[config.mk]
export PLATFORM = sky130hd
export DESIGN_NAME = spb_serial_position_slave
export DESIGN_NICKNAME = d
export VERILOG_FILES = /design/src/hw/spb_pkg.sv /design/src/hw/spb_meas.sv /design/src/hw/spb_serial_position_slave.sv
export SDC_FILE = /design/constraint.sdc
export NUM_CORES = 1
export LEC_CHECK = 0
export ABC_AREA = 1
export BUFFER_PORTS_ARGS = -buffer_cell sky130_fd_sc_hd__buf_4
export CORE_AREA = 5 5 103 153
export CTS_CLUSTER_DIAMETER = 60
export DETAILED_ROUTE_END_ITERATION = 10
export DIE_AREA = 0 0 108 158
export PLACE_DENSITY = 0.63
export REMOVE_ABC_BUFFERS = 1
export SYNTH_ARGS = -nofsm -noshare
export SYNTH_HDL_FRONTEND = slang
export SYNTH_SLANG_ARGS = --single-unit
[constraint.sdc]
create_clock -name clk_sys_i -period 4 [get_ports clk_sys_i]
set_clock_uncertainty 0.15 [all_clocks]
set_input_delay 1.2 -clock clk_sys_i [delete_from_list [all_inputs] [get_ports clk_sys_i]]
set_output_delay 1.2 -clock clk_sys_i [all_outputs]
set_load 0.05 [all_outputs]
[src/hw/spb_pkg.sv]
/*
 * Shared constants, types and the check-word function of the serial
 * position slave.
 * Assumes a single 250 MHz system clock for every file that imports it.
 */
package spb_pkg;

    // ************************************************************
    // Clock and link timing
    // ************************************************************
    localparam int CLK_MHZ        = 250;
    localparam int LINK_TOUT_US   = 15;
    // Least time, so whole cycles (exact here)
    localparam int LINK_TOUT_CYC  = LINK_TOUT_US * CLK_MHZ;
    localparam int TOUT_W         = 12;
    localparam int MEAS_TIME_US   = 90;
    localparam int MEAS_CYC_DEF   = MEAS_TIME_US * CLK_MHZ;
    localparam int RETRIG_US      = 135;
    localparam int RETRIG_CYC_DEF = RETRIG_US * CLK_MHZ;
    localparam int MEAS_W         = 16;

    // ************************************************************
    // Frame layout
    // ************************************************************
    localparam int PROC_CLKS = 12;          // Processing time, MA periods
    localparam int POS_W     = 22;          // Position field
    localparam int RES_BITS  = 18;          // Sensor resolution
    localparam int DATA_W    = 24;          // Data area
    localparam int CRC_W     = 6;
    localparam int SCD_W     = DATA_W + CRC_W;
    localparam int FRAME_W   = SCD_W + 2;   // Start and status bits too
    localparam int CNT_W     = 6;
    localparam int VALID_BIT = 1;
    localparam int TURN_BIT  = 0;
    localparam logic [CRC_W-1:0] CRC_POLY = 6'h03;  // x^6 + x + 1
    localparam logic [CRC_W-1:0] CRC_INIT = 6'h00;
    localparam logic START_BIT   = 1'b1;
    localparam logic STATUS_BIT  = 1'b0;
    localparam logic TURN_FLAG   = 1'b1;
    localparam logic [POS_W-RES_BITS-1:0] POS_PAD = '0;

    typedef enum logic [1:0] {
        SPB_IDLE,
        SPB_PROC,
        SPB_SHIFT,
        SPB_TOUT
    } spb_link_state_t;

    // Check word over the data area, MSB first
    function automatic logic [CRC_W-1:0] spb_crc6(
        input logic [DATA_W-1:0] data
    );
        logic [CRC_W-1:0] c;
        logic             fb;
        c = CRC_INIT;
        for (int i = DATA_W - 1; i >= 0; i--)
        begin
            fb = c[CRC_W-1] ^ data[i];
            c  = {c[CRC_W-2:0], 1'b0} ^ (fb ? CRC_POLY : CRC_INIT);
        end
        return c;
    endfunction : spb_crc6

endpackage : spb_pkg

[src/hw/spb_meas.sv]
/*
 * Measurement sequencer: triggers the sensor core, times the
 * measurement and holds the most recently completed result.
 * Assumes the sensor core runs on clk_sys_i and offers a live position.
 */
`timescale 1ns/100ps
module spb_meas
#(
    parameter int MEAS_CYC   = spb_pkg::MEAS_CYC_DEF,
    parameter int RETRIG_CYC = spb_pkg::RETRIG_CYC_DEF
)
(
    input  wire logic                         clk_sys_i,
    input  wire logic                         reset_n_i,
    input  wire logic                         frame_start_i,
    input  wire logic [spb_pkg::RES_BITS-1:0] sensor_pos_i,
    input  wire logic                         sensor_ok_i,
    output logic                              meas_start_o,
    output logic [spb_pkg::RES_BITS-1:0]      res_pos_o,
    output logic                              res_valid_o
);
    import spb_pkg::*;

    // Allowed completion window, 90 to 95 us, for the timing check
    localparam int MEAS_LO_CYC = MEAS_TIME_US * CLK_MHZ;
    localparam int MEAS_HI_CYC = 95 * CLK_MHZ;

    logic              busy;
    logic [MEAS_W-1:0] meas_age;
    logic [MEAS_W-1:0] meas_cnt;
    logic [MEAS_W-1:0] trig_cnt;
    logic              trigger;
    logic              done;

    // ************************************************************
    // Trigger: a frame start, or the auto timer, unless busy
    // ************************************************************
    assign trigger = !busy && (frame_start_i ||
                     trig_cnt == MEAS_W'(RETRIG_CYC - 1));  // [RL11] [RL13]
    assign done    = busy && meas_cnt == MEAS_W'(MEAS_CYC - 1);

    // Measurement timer, result is ready a fixed time after trigger
    always_ff @(posedge clk_sys_i)
    begin
        if (!reset_n_i)
        begin
            busy     <= 1'b0;
            meas_cnt <= '0;
        end
        else if (trigger)
        begin
            busy     <= 1'b1;
            meas_cnt <= '0;
        end
        else if (done)
            busy     <= 1'b0;                               // [RL12]
        else if (busy)
            meas_cnt <= meas_cnt + 1'b1;
    end

    // Time since the last trigger, for the self-trigger
    always_ff @(posedge clk_sys_i)
    begin
        if (!reset_n_i || trigger)
            trig_cnt <= '0;
        else if (trig_cnt != MEAS_W'(RETRIG_CYC - 1))
            trig_cnt <= trig_cnt + 1'b1;
    end

    // Completed result; held until the next completion
    always_ff @(posedge clk_sys_i)
    begin
        if (!reset_n_i)
        begin
            res_pos_o    <= '0;
            res_valid_o  <= 1'b0;
            meas_start_o <= 1'b0;
        end
        else
        begin
            meas_start_o <= trigger;
            if (done)
            begin
                res_pos_o   <= sensor_pos_i;
                res_valid_o <= sensor_ok_i;                 // [RL10]
            end
        end
    end

    // ************************************************************
    // Checks
    // ************************************************************
    chk_no_retrigger: assert property (                     // [RL11]
        @(posedge clk_sys_i) disable iff (!reset_n_i)
        busy && !done |=> !meas_start_o)
        else $error("measurement retriggered while busy");

    // Helper count of cycles since the trigger; a delay range this long
    // would be unrolled by the tools, so the check reads a counter
    always_ff @(posedge clk_sys_i)
    begin
        if (!reset_n_i || trigger)
            meas_age <= '0;
        else if (busy)
            meas_age <= meas_age + 1'b1;
    end

    chk_meas_time: assert property (                        // [RL12]
        @(posedge clk_sys_i) disable iff (!reset_n_i)
        done |-> meas_age >= MEAS_W'(MEAS_LO_CYC - 1)
            && meas_age <= MEAS_W'(MEAS_HI_CYC - 1))
        else $error("measurement did not finish in its window");

    chk_meas_bound: assert property (                       // [RL12]
        @(posedge clk_sys_i) disable iff (!reset_n_i)
        busy |-> meas_age < MEAS_W'(MEAS_HI_CYC))
        else $error("measurement still running after its window");

    chk_auto_trig: assert property (                        // [RL13]
        @(posedge clk_sys_i) disable iff (!reset_n_i)
        !busy && trig_cnt == MEAS_W'(RETRIG_CYC - 1) |=> meas_start_o)
        else $error("self trigger missing after timeout");

endmodule : spb_meas

[src/hw/spb_serial_position_slave.sv]
/*
 * Unidirectional serial position slave: answers master clock frames
 * on MA with start, status, 24-bit data area and inverted check word.
 * Assumes MA arrives asynchronously from the host (sampled twice) and
 * the sensor core gives a live position on clk_sys_i.
 */
`timescale 1ns/100ps
// Operation
// RL1: The master clocks MA at 600 to 2000 kHz and MA idle for the 15 us timeout ends a frame.
// RL2: Data goes back only on SL and the return input is tied low, so two one-way lines suffice.
// RL3: The link is point to point with this encoder as the only slave, no chaining or addressing.
// RL4: Each frame returns the position and status of the measurement triggered by the frame before.
// RL5: The single-turn transfer is 30 bits long and the master expects that length.
// RL6: The slave waits twelve MA periods of processing time before its start bit.
// RL7: A 24-bit data area is followed by a 6-bit check word, polynomial 0x43, seed zero, inverted.
// RL8: The data area is sent MSB first as 22 position bits, then valid flag, then turn flag last.
// RL9: A position narrower than 22 bits is left aligned with zero low bits.
// RL10: The valid flag is one for a good position and zero on error; the turn flag is always one.
// RL11: A frame start triggers a new measurement unless one is already running.
// RL12: A measurement result is ready 90 to 95 us after it starts.
// RL13: Without frames the device triggers itself 135 to 145 us after the last trigger.
// RL14: After processing it sends ack low, start, zero status, data and check word, then low to timeout.
module spb_serial_position_slave
#(
    parameter int MEAS_CYC   = spb_pkg::MEAS_CYC_DEF,
    parameter int RETRIG_CYC = spb_pkg::RETRIG_CYC_DEF
)
(
    input  wire logic                         clk_sys_i,
    input  wire logic                         reset_n_i,
    input  wire logic                         ma_i,
    output logic                              sl_o,
    input  wire logic [spb_pkg::RES_BITS-1:0] sensor_pos_i,
    input  wire logic                         sensor_ok_i,
    output logic                              meas_start_o,
    output logic                              frame_busy_o
);
    import spb_pkg::*;

    logic                     ma_s1;
    logic                     ma_s2;
    logic                     ma_d;
    logic                     ma_rise;
    logic                     ma_fall;
    spb_link_state_t          state;
    logic [CNT_W-1:0]         bit_cnt;
    logic [TOUT_W-1:0]        idle_cnt;
    logic                     tout_hit;
    logic [FRAME_W-1:0]       frame_word;
    logic [FRAME_W-1:0]       next_frame;
    logic [DATA_W-1:0]        data_area;
    logic                     frame_start;
    logic [RES_BITS-1:0]      res_pos;
    logic                     res_valid;

    // ************************************************************
    // MA synchroniser and edge detect
    // ************************************************************
    // Only the second stage and its delayed copy ma_d feed logic; first stage may go metastable
    always_ff @(posedge clk_sys_i)
    begin
        if (!reset_n_i)
        begin
            ma_s1 <= 1'b1;
            ma_s2 <= 1'b1;
            ma_d  <= 1'b1;
        end
        else
        begin
            ma_s1 <= ma_i;
            ma_s2 <= ma_s1;
            ma_d  <= ma_s2;
        end
    end

    assign ma_rise = ma_s2 && !ma_d;
    assign ma_fall = !ma_s2 && ma_d;

    // ************************************************************
    // Link timeout: MA high and quiet ends the frame
    // ************************************************************
    // Counting on our own clock, not MA, because MA stops between frames
    always_ff @(posedge clk_sys_i)
    begin
        if (!reset_n_i || !ma_s2 || ma_rise)
            idle_cnt <= '0;
        else if (!tout_hit)
            idle_cnt <= idle_cnt + 1'b1;
    end

    assign tout_hit = idle_cnt == TOUT_W'(LINK_TOUT_CYC - 1);   // [RL1]
    assign frame_start = state == SPB_IDLE && ma_fall;

    // ************************************************************
    // Frame word: start, status, data area, inverted check word
    // ************************************************************
    // Snapshot the last completed result, so the frame carries the
    // previous measurement while the new one runs
    assign data_area  = {res_pos, POS_PAD,                      // [RL9]
                         res_valid, TURN_FLAG};           // [RL8] [RL10]
    assign next_frame = {START_BIT, STATUS_BIT, data_area,
                         ~spb_crc6(data_area)};                 // [RL7]

    // ************************************************************
    // Link state machine
    // ************************************************************
    // The slave moves SL on MA rising edges; the master samples later
    always_ff @(posedge clk_sys_i)
    begin
        if (!reset_n_i)
        begin
            state      <= SPB_IDLE;
            bit_cnt    <= '0;
            frame_word <= '0;
            sl_o       <= 1'b1;
        end
        else
        begin
            case (state)
            SPB_IDLE:
                if (frame_start)
                begin
                    state      <= SPB_PROC;
                    bit_cnt    <= '0;
                    frame_word <= next_frame;                   // [RL4]
                end
            SPB_PROC:
                if (tout_hit)
                begin
                    state <= SPB_IDLE;
                    sl_o  <= 1'b1;
                end
                else if (ma_rise)
                begin
                    sl_o    <= 1'b0;                            // [RL14]
                    bit_cnt <= bit_cnt + 1'b1;
                    if (bit_cnt == CNT_W'(PROC_CLKS - 1))       // [RL6]
                    begin
                        state   <= SPB_SHIFT;
                        bit_cnt <= '0;
                    end
                end
            SPB_SHIFT:
                if (tout_hit)
                begin
                    state <= SPB_IDLE;
                    sl_o  <= 1'b1;
                end
                else if (ma_rise)
                begin
                    sl_o       <= frame_word[FRAME_W-1];        // [RL2]
                    frame_word <= {frame_word[FRAME_W-2:0], 1'b0};
                    bit_cnt    <= bit_cnt + 1'b1;
                    if (bit_cnt == CNT_W'(FRAME_W - 1))         // [RL5]
                        state <= SPB_TOUT;
                end
            SPB_TOUT:
                if (tout_hit)
                begin
                    state <= SPB_IDLE;
                    sl_o  <= 1'b1;
                end
                else if (ma_rise)
                    sl_o <= 1'b0;                               // [RL14]
            default:
            begin
                state <= SPB_IDLE;
                sl_o  <= 1'b1;
            end
            endcase
        end
    end

    // Only a single slave is ever addressed; there is no chain input
    assign frame_busy_o = state != SPB_IDLE;                    // [RL3]

    // ************************************************************
    // Measurement sequencer
    // ************************************************************
    spb_meas #(
        .MEAS_CYC   (MEAS_CYC),
        .RETRIG_CYC (RETRIG_CYC)
    ) u_meas (
        .clk_sys_i     (clk_sys_i),
        .reset_n_i     (reset_n_i),
        .frame_start_i (frame_start),                           // [RL11]
        .sensor_pos_i  (sensor_pos_i),
        .sensor_ok_i   (sensor_ok_i),
        .meas_start_o  (meas_start_o),
        .res_pos_o     (res_pos),
        .res_valid_o   (res_valid)
    );

    // ************************************************************
    // Checks
    // ************************************************************
    chk_sl_idle_high: assert property (                         // [RL14]
        @(posedge clk_sys_i) disable iff (!reset_n_i)
        state == SPB_IDLE && $past(state) == SPB_IDLE |-> sl_o)
        else $error("SL not high while idle");

    chk_proc_length: assert property (                          // [RL6]
        @(posedge clk_sys_i) disable iff (!reset_n_i)
        state == SPB_PROC && ma_rise && bit_cnt == CNT_W'(PROC_CLKS - 1)
        |=> state == SPB_SHIFT && !sl_o)
        else $error("processing time not twelve periods");

    chk_start_bit: assert property (                            // [RL14]
        @(posedge clk_sys_i) disable iff (!reset_n_i)
        state == SPB_SHIFT && bit_cnt == '0 && ma_rise && !tout_hit
        |=> sl_o)
        else $error("start bit not sent first");

    chk_frame_length: assert property (                         // [RL5]
        @(posedge clk_sys_i) disable iff (!reset_n_i)
        state == SPB_SHIFT && ma_rise && !tout_hit
        && bit_cnt == CNT_W'(FRAME_W - 1) |=> state == SPB_TOUT)
        else $error("frame length wrong");

    chk_link_timeout: assert property (                         // [RL1]
        @(posedge clk_sys_i) disable iff (!reset_n_i)
        state != SPB_IDLE && tout_hit |=> state == SPB_IDLE && sl_o)
        else $error("timeout did not end frame");

    chk_turn_flag: assert property (                            // [RL10]
        @(posedge clk_sys_i) disable iff (!reset_n_i)
        frame_start |=> frame_word[CRC_W + TURN_BIT] == TURN_FLAG)
        else $error("turn flag not one");

    chk_left_align: assert property (                           // [RL9]
        @(posedge clk_sys_i) disable iff (!reset_n_i)
        frame_start |=> frame_word[CRC_W+2 +: POS_W-RES_BITS] == POS_PAD)
        else $error("position pad bits not zero");

    chk_crc_inverted: assert property (                         // [RL7]
        @(posedge clk_sys_i) disable iff (!reset_n_i)
        frame_start |=> frame_word[CRC_W-1:0]
            == ~spb_crc6(frame_word[CRC_W +: DATA_W]))
        else $error("check word wrong");

    chk_pipeline: assert property (                             // [RL4]
        @(posedge clk_sys_i) disable iff (!reset_n_i)
        frame_start |=> frame_word[CRC_W+VALID_BIT] == $past(res_valid))
        else $error("frame does not carry previous result");

endmodule : spb_serial_position_slave

# ---- Word level (Yosys, flattened, before mapping)
# Cells that the tools add are included.
dict set report op_classes {
  n_bitwise 44
  mux 51
  add_sub_neg 4
  n_eq_ne 20
  n_reduce_logical 26
}
# operator count
set ops {}
lappend ops {{$xor 6x2->6} 20}
lappend ops {{$mux 32} 3}
lappend ops {{$mux 2} 32}
lappend ops {{$pmux 32 s2} 1}
lappend ops {{$mux 6} 6}
lappend ops {{$add 16x1->16 const B} 2}
lappend ops {{$pmux 6 s3} 1}
lappend ops {{$eq 16x15->1 const B} 1}
lappend ops {{$eq 16x16->1 const B} 1}
lappend ops {{$ne 16x16->1 const B} 1}
lappend ops {{$xor 1x1->1} 14}
lappend ops {{$add 12x1->12 const B} 1}
lappend ops {{$eq 12x12->1 const B} 1}
lappend ops {{$ne 3x3->1 const B} 4}
lappend ops {{$reduce_and 6->1} 2}
lappend ops {{$ne 2x2->1 const B} 5}
lappend ops {{$pmux 2 s4} 1}
lappend ops {{$reduce_bool 2->1} 4}
lappend ops {{$add 6x1->6 const B} 1}
lappend ops {{$eq 6x4->1 const B} 1}
lappend ops {{$eq 6x5->1 const B} 1}
lappend ops {{$mux 1} 6}
lappend ops {{$not 6->6} 1}
lappend ops {{$logic_and 1x1->1} 5}
lappend ops {{other kinds (18)} 30}
dict set report word_totals {
  output_inout_bits 3
  wordCells 159
  ff_bits 109
}

# ---- Logic depth before layout (Yosys ltp)
dict set report logic_depth {
  ltp_word 61
  depth_mapped 16
  mapped_depth_nobuf 16
}

# ---- Modules after synthesis
# A second synthesis with hierarchy kept.
dict set report unflattened {
  hier_cells 924
  area_unflattened_um2 6088.3
}
# module n_inst cells_per_inst seq_area_each_um2 area_per_inst_um2
set by_module_without_submodules {}
lappend by_module_without_submodules {spb_serial_position_slave 1 477 1121.1 3136.8}
lappend by_module_without_submodules {spb_meas 1 447 1061.0 2951.6}

# ---- Worst setup path before layout
# Ideal clock, no wire load.
dict set report synth_timing {
  path_type {input -> register}
  start {input reset_n_i}
  end {register idle_cnt[8]}
  t_arrival_ps 2203
  setup_slack_ps 1569
  path_buffers 1
  path_stages 5
  cell_sequence {buf_2 inv_1 nor3_1 inv_1 nor3_1}
}
dict set report synth_via {
  elab_chain_len 3
}
# element line_no
set synth_rtl {}
lappend synth_rtl {{start: declaration} spb_serial_position_slave.sv:30} ;# input wire logic reset_n_i,
lappend synth_rtl {{$logic_not 1->1} n/a}
lappend synth_rtl {{$logic_or 1x1->1 (2 in a row)} spb_serial_position_slave.sv:85} ;# if (!reset_n_i || !ma_s2 || ma_rise)
lappend synth_rtl {{end signal: assignment} spb_serial_position_slave.sv:88} ;# idle_cnt <= idle_cnt + 1'b1;
lappend synth_rtl {{end: declaration} spb_serial_position_slave.sv:47} ;# logic [TOUT_W-1:0] idle_cnt;
# Every way passes these cells.
# A chain may end at the register's enable or synchronous reset.

# ---- Worst setup path after layout
dict set report layout_timing {
  start {register state[0]}
  end {output frame_busy_o}
}
dict set report layout_via {
  elab_chain_len 1
}
# element line_no
set layout_rtl {}
lappend layout_rtl {{start: declaration} spb_serial_position_slave.sv:45} ;# spb_link_state_t state;
lappend layout_rtl {{start signal: assignment} spb_serial_position_slave.sv:112} ;# state <= SPB_IDLE;
lappend layout_rtl {{start signal: assignment} spb_serial_position_slave.sv:123} ;# state <= SPB_PROC;
lappend layout_rtl {{start signal: assignment} spb_serial_position_slave.sv:130} ;# state <= SPB_IDLE;
lappend layout_rtl {{$reduce_bool 2->1} spb_serial_position_slave.sv:175} ;# assign frame_busy_o = state != SPB_IDLE;
lappend layout_rtl {{end: declaration} spb_serial_position_slave.sv:36} ;# output logic frame_busy_o
# Every way passes these cells.

==> impl_metrics.py <==
metrics = {
    "outcome": {
        "outcome": "finished clean",
    },
    "route": {
        "routed_via_density": 4.913,
        "totalWireLength_um": 11140,
        "post_drt_wl_per_cell_um": 11.45,
        "vias": 4780,
        "first_iter_violations": 134,
        "first_pass_iters": 4,
        "drc": 0,
        "ant_nets": 0,
    },
    "clock_network": {
        "path_clk_slew_ns": 0.07,
        "htreeDepth": 3,
        "cts_made_buffers": 9,
        "clkSinkCount": 109,
        "root_buffer": "clkbuf_16",
        "clockBufferDepth": 2,
        "cts_resized": 0,
        "insertion_delay_ns": 0.34,
        "cts_setup_buffers": 0,
        "ctsHoldBuffers": 0,
        "cts_tree": "built",
    },
    "timing": {
        "holdWs_ns": 0.2690,
        "fin_setup_tns_ns": 0,
        "slew_viol_final": 0,
        "max-slew-margin-rel_pct": 55.95,
        "fin_crit_ns": 2.830,
        "fmax_mhz": 353.4,
        "setup_viol": 0,
        "rsz0062_at_grt": "no",
        "fin_crit_sh_pct": 70.74,
        "worst_pin_slew_ns": 0.6598,
        "hold_viol_final": 0,
    },
    "floorplanning": {
        "fp.dieW_um": 108,
        "rows": 54,
        "core-area_um2": 14320,
        "die_h_um": 158,
        "io_pins": 25,
        "die_area_um2": 17060,
        "start_util_pct": 36.98,
    },
    "critical_path": {
        "cp.arrival_ns": 1.48,
        "crit_path_max_fanout": 5,
        "reg2reg_setup_slack_ns": 1.52,
        "critPathKind": "register to output pin",
        "worstSetupStartpointType": "register",
        "end_kind": "output pin",
        "critPathRequiredTime_ns": 2.65,
    },
    "power_and_ir_drop": {
        "p_leak_nw": 2.190,
        "powerDensity_nw_per_um2": 512.8,
        "ir_worst_vdd_v": 0.0002815,
    },
    "synth": {
        "syn-cell-area_um2": 5296,
        "seq_area_frac_synth_pct": 41.20,
        "synth_top_area_share_pct": 41.20,
        "ys_types": 39,
        "syn_avg_cell_area_um2": 6.996,
        "synth_area_leaders": "dfxtp_1, nand2_1, a21oi_1",
        "ys_warn_count": 0,
        "ys.flop_type": "dfxtp_1",
        "synth_edf_count": 0,
        "ys_seq_elements": 109,
        "yosysTopAreaCell": "dfxtp_1",
        "netlist_instances": 757,
        "synth-async-reset-ratio_pct": 0,
    },
    "final_layout": {
        "drive_above_1_share_pct": 8.623,
        "design_area_um2": 5913,
        "fin_util_pct": 41.28,
        "nets": 804,
        "area_growth_pct": 11.65,
        "antennaDiodeCount": 0,
    },
    "place": {
        "port_buffers": 24,
        "dpl.hpwl_um": 8170,
        "globalplace.congestion": 0.7805,
        "placed_cell_area_um2": 5634,
    },
    "global_route": {
        "grt_max_degree": 49,
        "grt_antenna_before_repair": 0,
        "grt_pass1_wl_um": 19200,
        "grt.total_usage_pct": 13.61,
        "first_global_vias": 4528,
        "grt-ovfl-total": 0,
    },
    "worst_hold_path": {
        "hold_class": "register to register",
    },
    "flow_run": {
        "cap_violations": 0,
    },
}
synthesized netlist by cell type (2+ instances only):
cell type / instances
or2_2: 8
o21ai_0: 71
nor3_2: 2
nor3_1: 18
xnor2_1: 4
xor2_1: 5
a31oi_1: 20
a211oi_1: 2
o31ai_1: 3
nand3_1: 60
clkbuf_1: 16
a21oi_1: 74
dfxtp_1: 109
buf_6: 3
inv_2: 5
inv_1: 90
buf_2: 4
nor2_1: 45
ha_1: 10
o21a_1: 5
nand2_1: 173
nand4_1: 12
nor4_2: 2
layer usage:
layer | share of wire, % | track usage (%) | vias to the layer above
li1 | - | - | 2528
met1 | 43 | 14.61 | 2184
met2 | 53 | 26.57 | 56
met3 | 2.6 | 2.366 | 12
met4 | 1.7 | 4.272 | 0
met5 | 0 | 0 | -
state kept, by name (all words and copies together) (netlist names):
name                 cells
bit_cnt                  6
frame_word              32
idle_cnt                12
ma_d                     1
ma_s1                    1
ma_s2                    1
sl_o                     1
state                    2
u_meas.busy              1
u_meas.meas_cnt         16
u_meas.meas_start_o      1
u_meas.res_pos_o        18
u_meas.res_valid_o       1
u_meas.trig_cnt         16
power by group:
part | switching (mW) | internal, mW | total [mW]
Combinational | 0.597 | 0.274 | 0.871
Clock | 0.385 | 0.458 | 0.843
Sequential | 0.0793 | 1.24 | 1.32
Total | 1.06 | 1.97 | 3.03
stage by stage:
step / power [mW] / instances / setup slack (ns)
floorplan: 1.976 / 732 / 1.370
global placement: 2.209 / 957 / 1.057
detailed placement: 2.220 / 957 / 1.023
CTS: 3.080 / 973 / 1.135
global route: 3.253 / 973 / 1.073
finish: 3.032 / 973 / 1.170
path summary, 6_finish.rpt:
| check | start | end | cells past startpoint |
|---|---|---|---|
| max reg2reg | state[0] | frame_word[27] | 9 |
| min reg2reg | ma_s1 | ma_s2 | 1 |
| min | ma_s1 | ma_s2 | 1 |
| max | state[0] | frame_busy_o | 4 |
layout by cell type, fill, tap and decap left out, types with 8 or more instances in the layout:
| master | count |
|---|---|
| nor3_1 | 18 |
| dfxtp_1 | 109 |
| o21ai_0 | 71 |
| clkbuf_16 | 9 |
| a21oi_1 | 74 |
| nor2_1 | 45 |
| nand4_1 | 12 |
| buf_4 | 29 |
| nand3_1 | 60 |
| nand2_1 | 173 |
| inv_1 | 90 |
| or2_2 | 8 |
| ha_1 | 10 |
| a31oi_1 | 20 |
critical path: stages (launching register included):
cell	delay, ns
dfxtp_1	0.36
inv_1	0.09
ha_1	0.27
inv_1	0.19
buf_4	0.23
cells by family after synthesis:
logic type	count (synthesis)	synth area share [%]
and+or+nand+nor	328	27.47
buffers and inverters	120	9.095
adders and majority gates	10	2.362
muxes	1	0.1890
xor gates and xnor gates	9	1.488
AOI/OAI and AO/OA	180	18.19
DFF	109	41.20
area by class of cell:
| type | count | area, um2 |
|---|---|---|
| flip-flops and latches | 109 | 2182 |
| multi-input cells | 528 | 2633 |
| fillers | 1569 | 8411 |
| clock buffers | 13 | 260.3 |
| clock inverters | 3 | 18.77 |
| repair buffers | 29 | 217.7 |
| well taps | 196 | 245.2 |
| inverters | 95 | 356.6 |
Power figures use the tool's default switching activity.
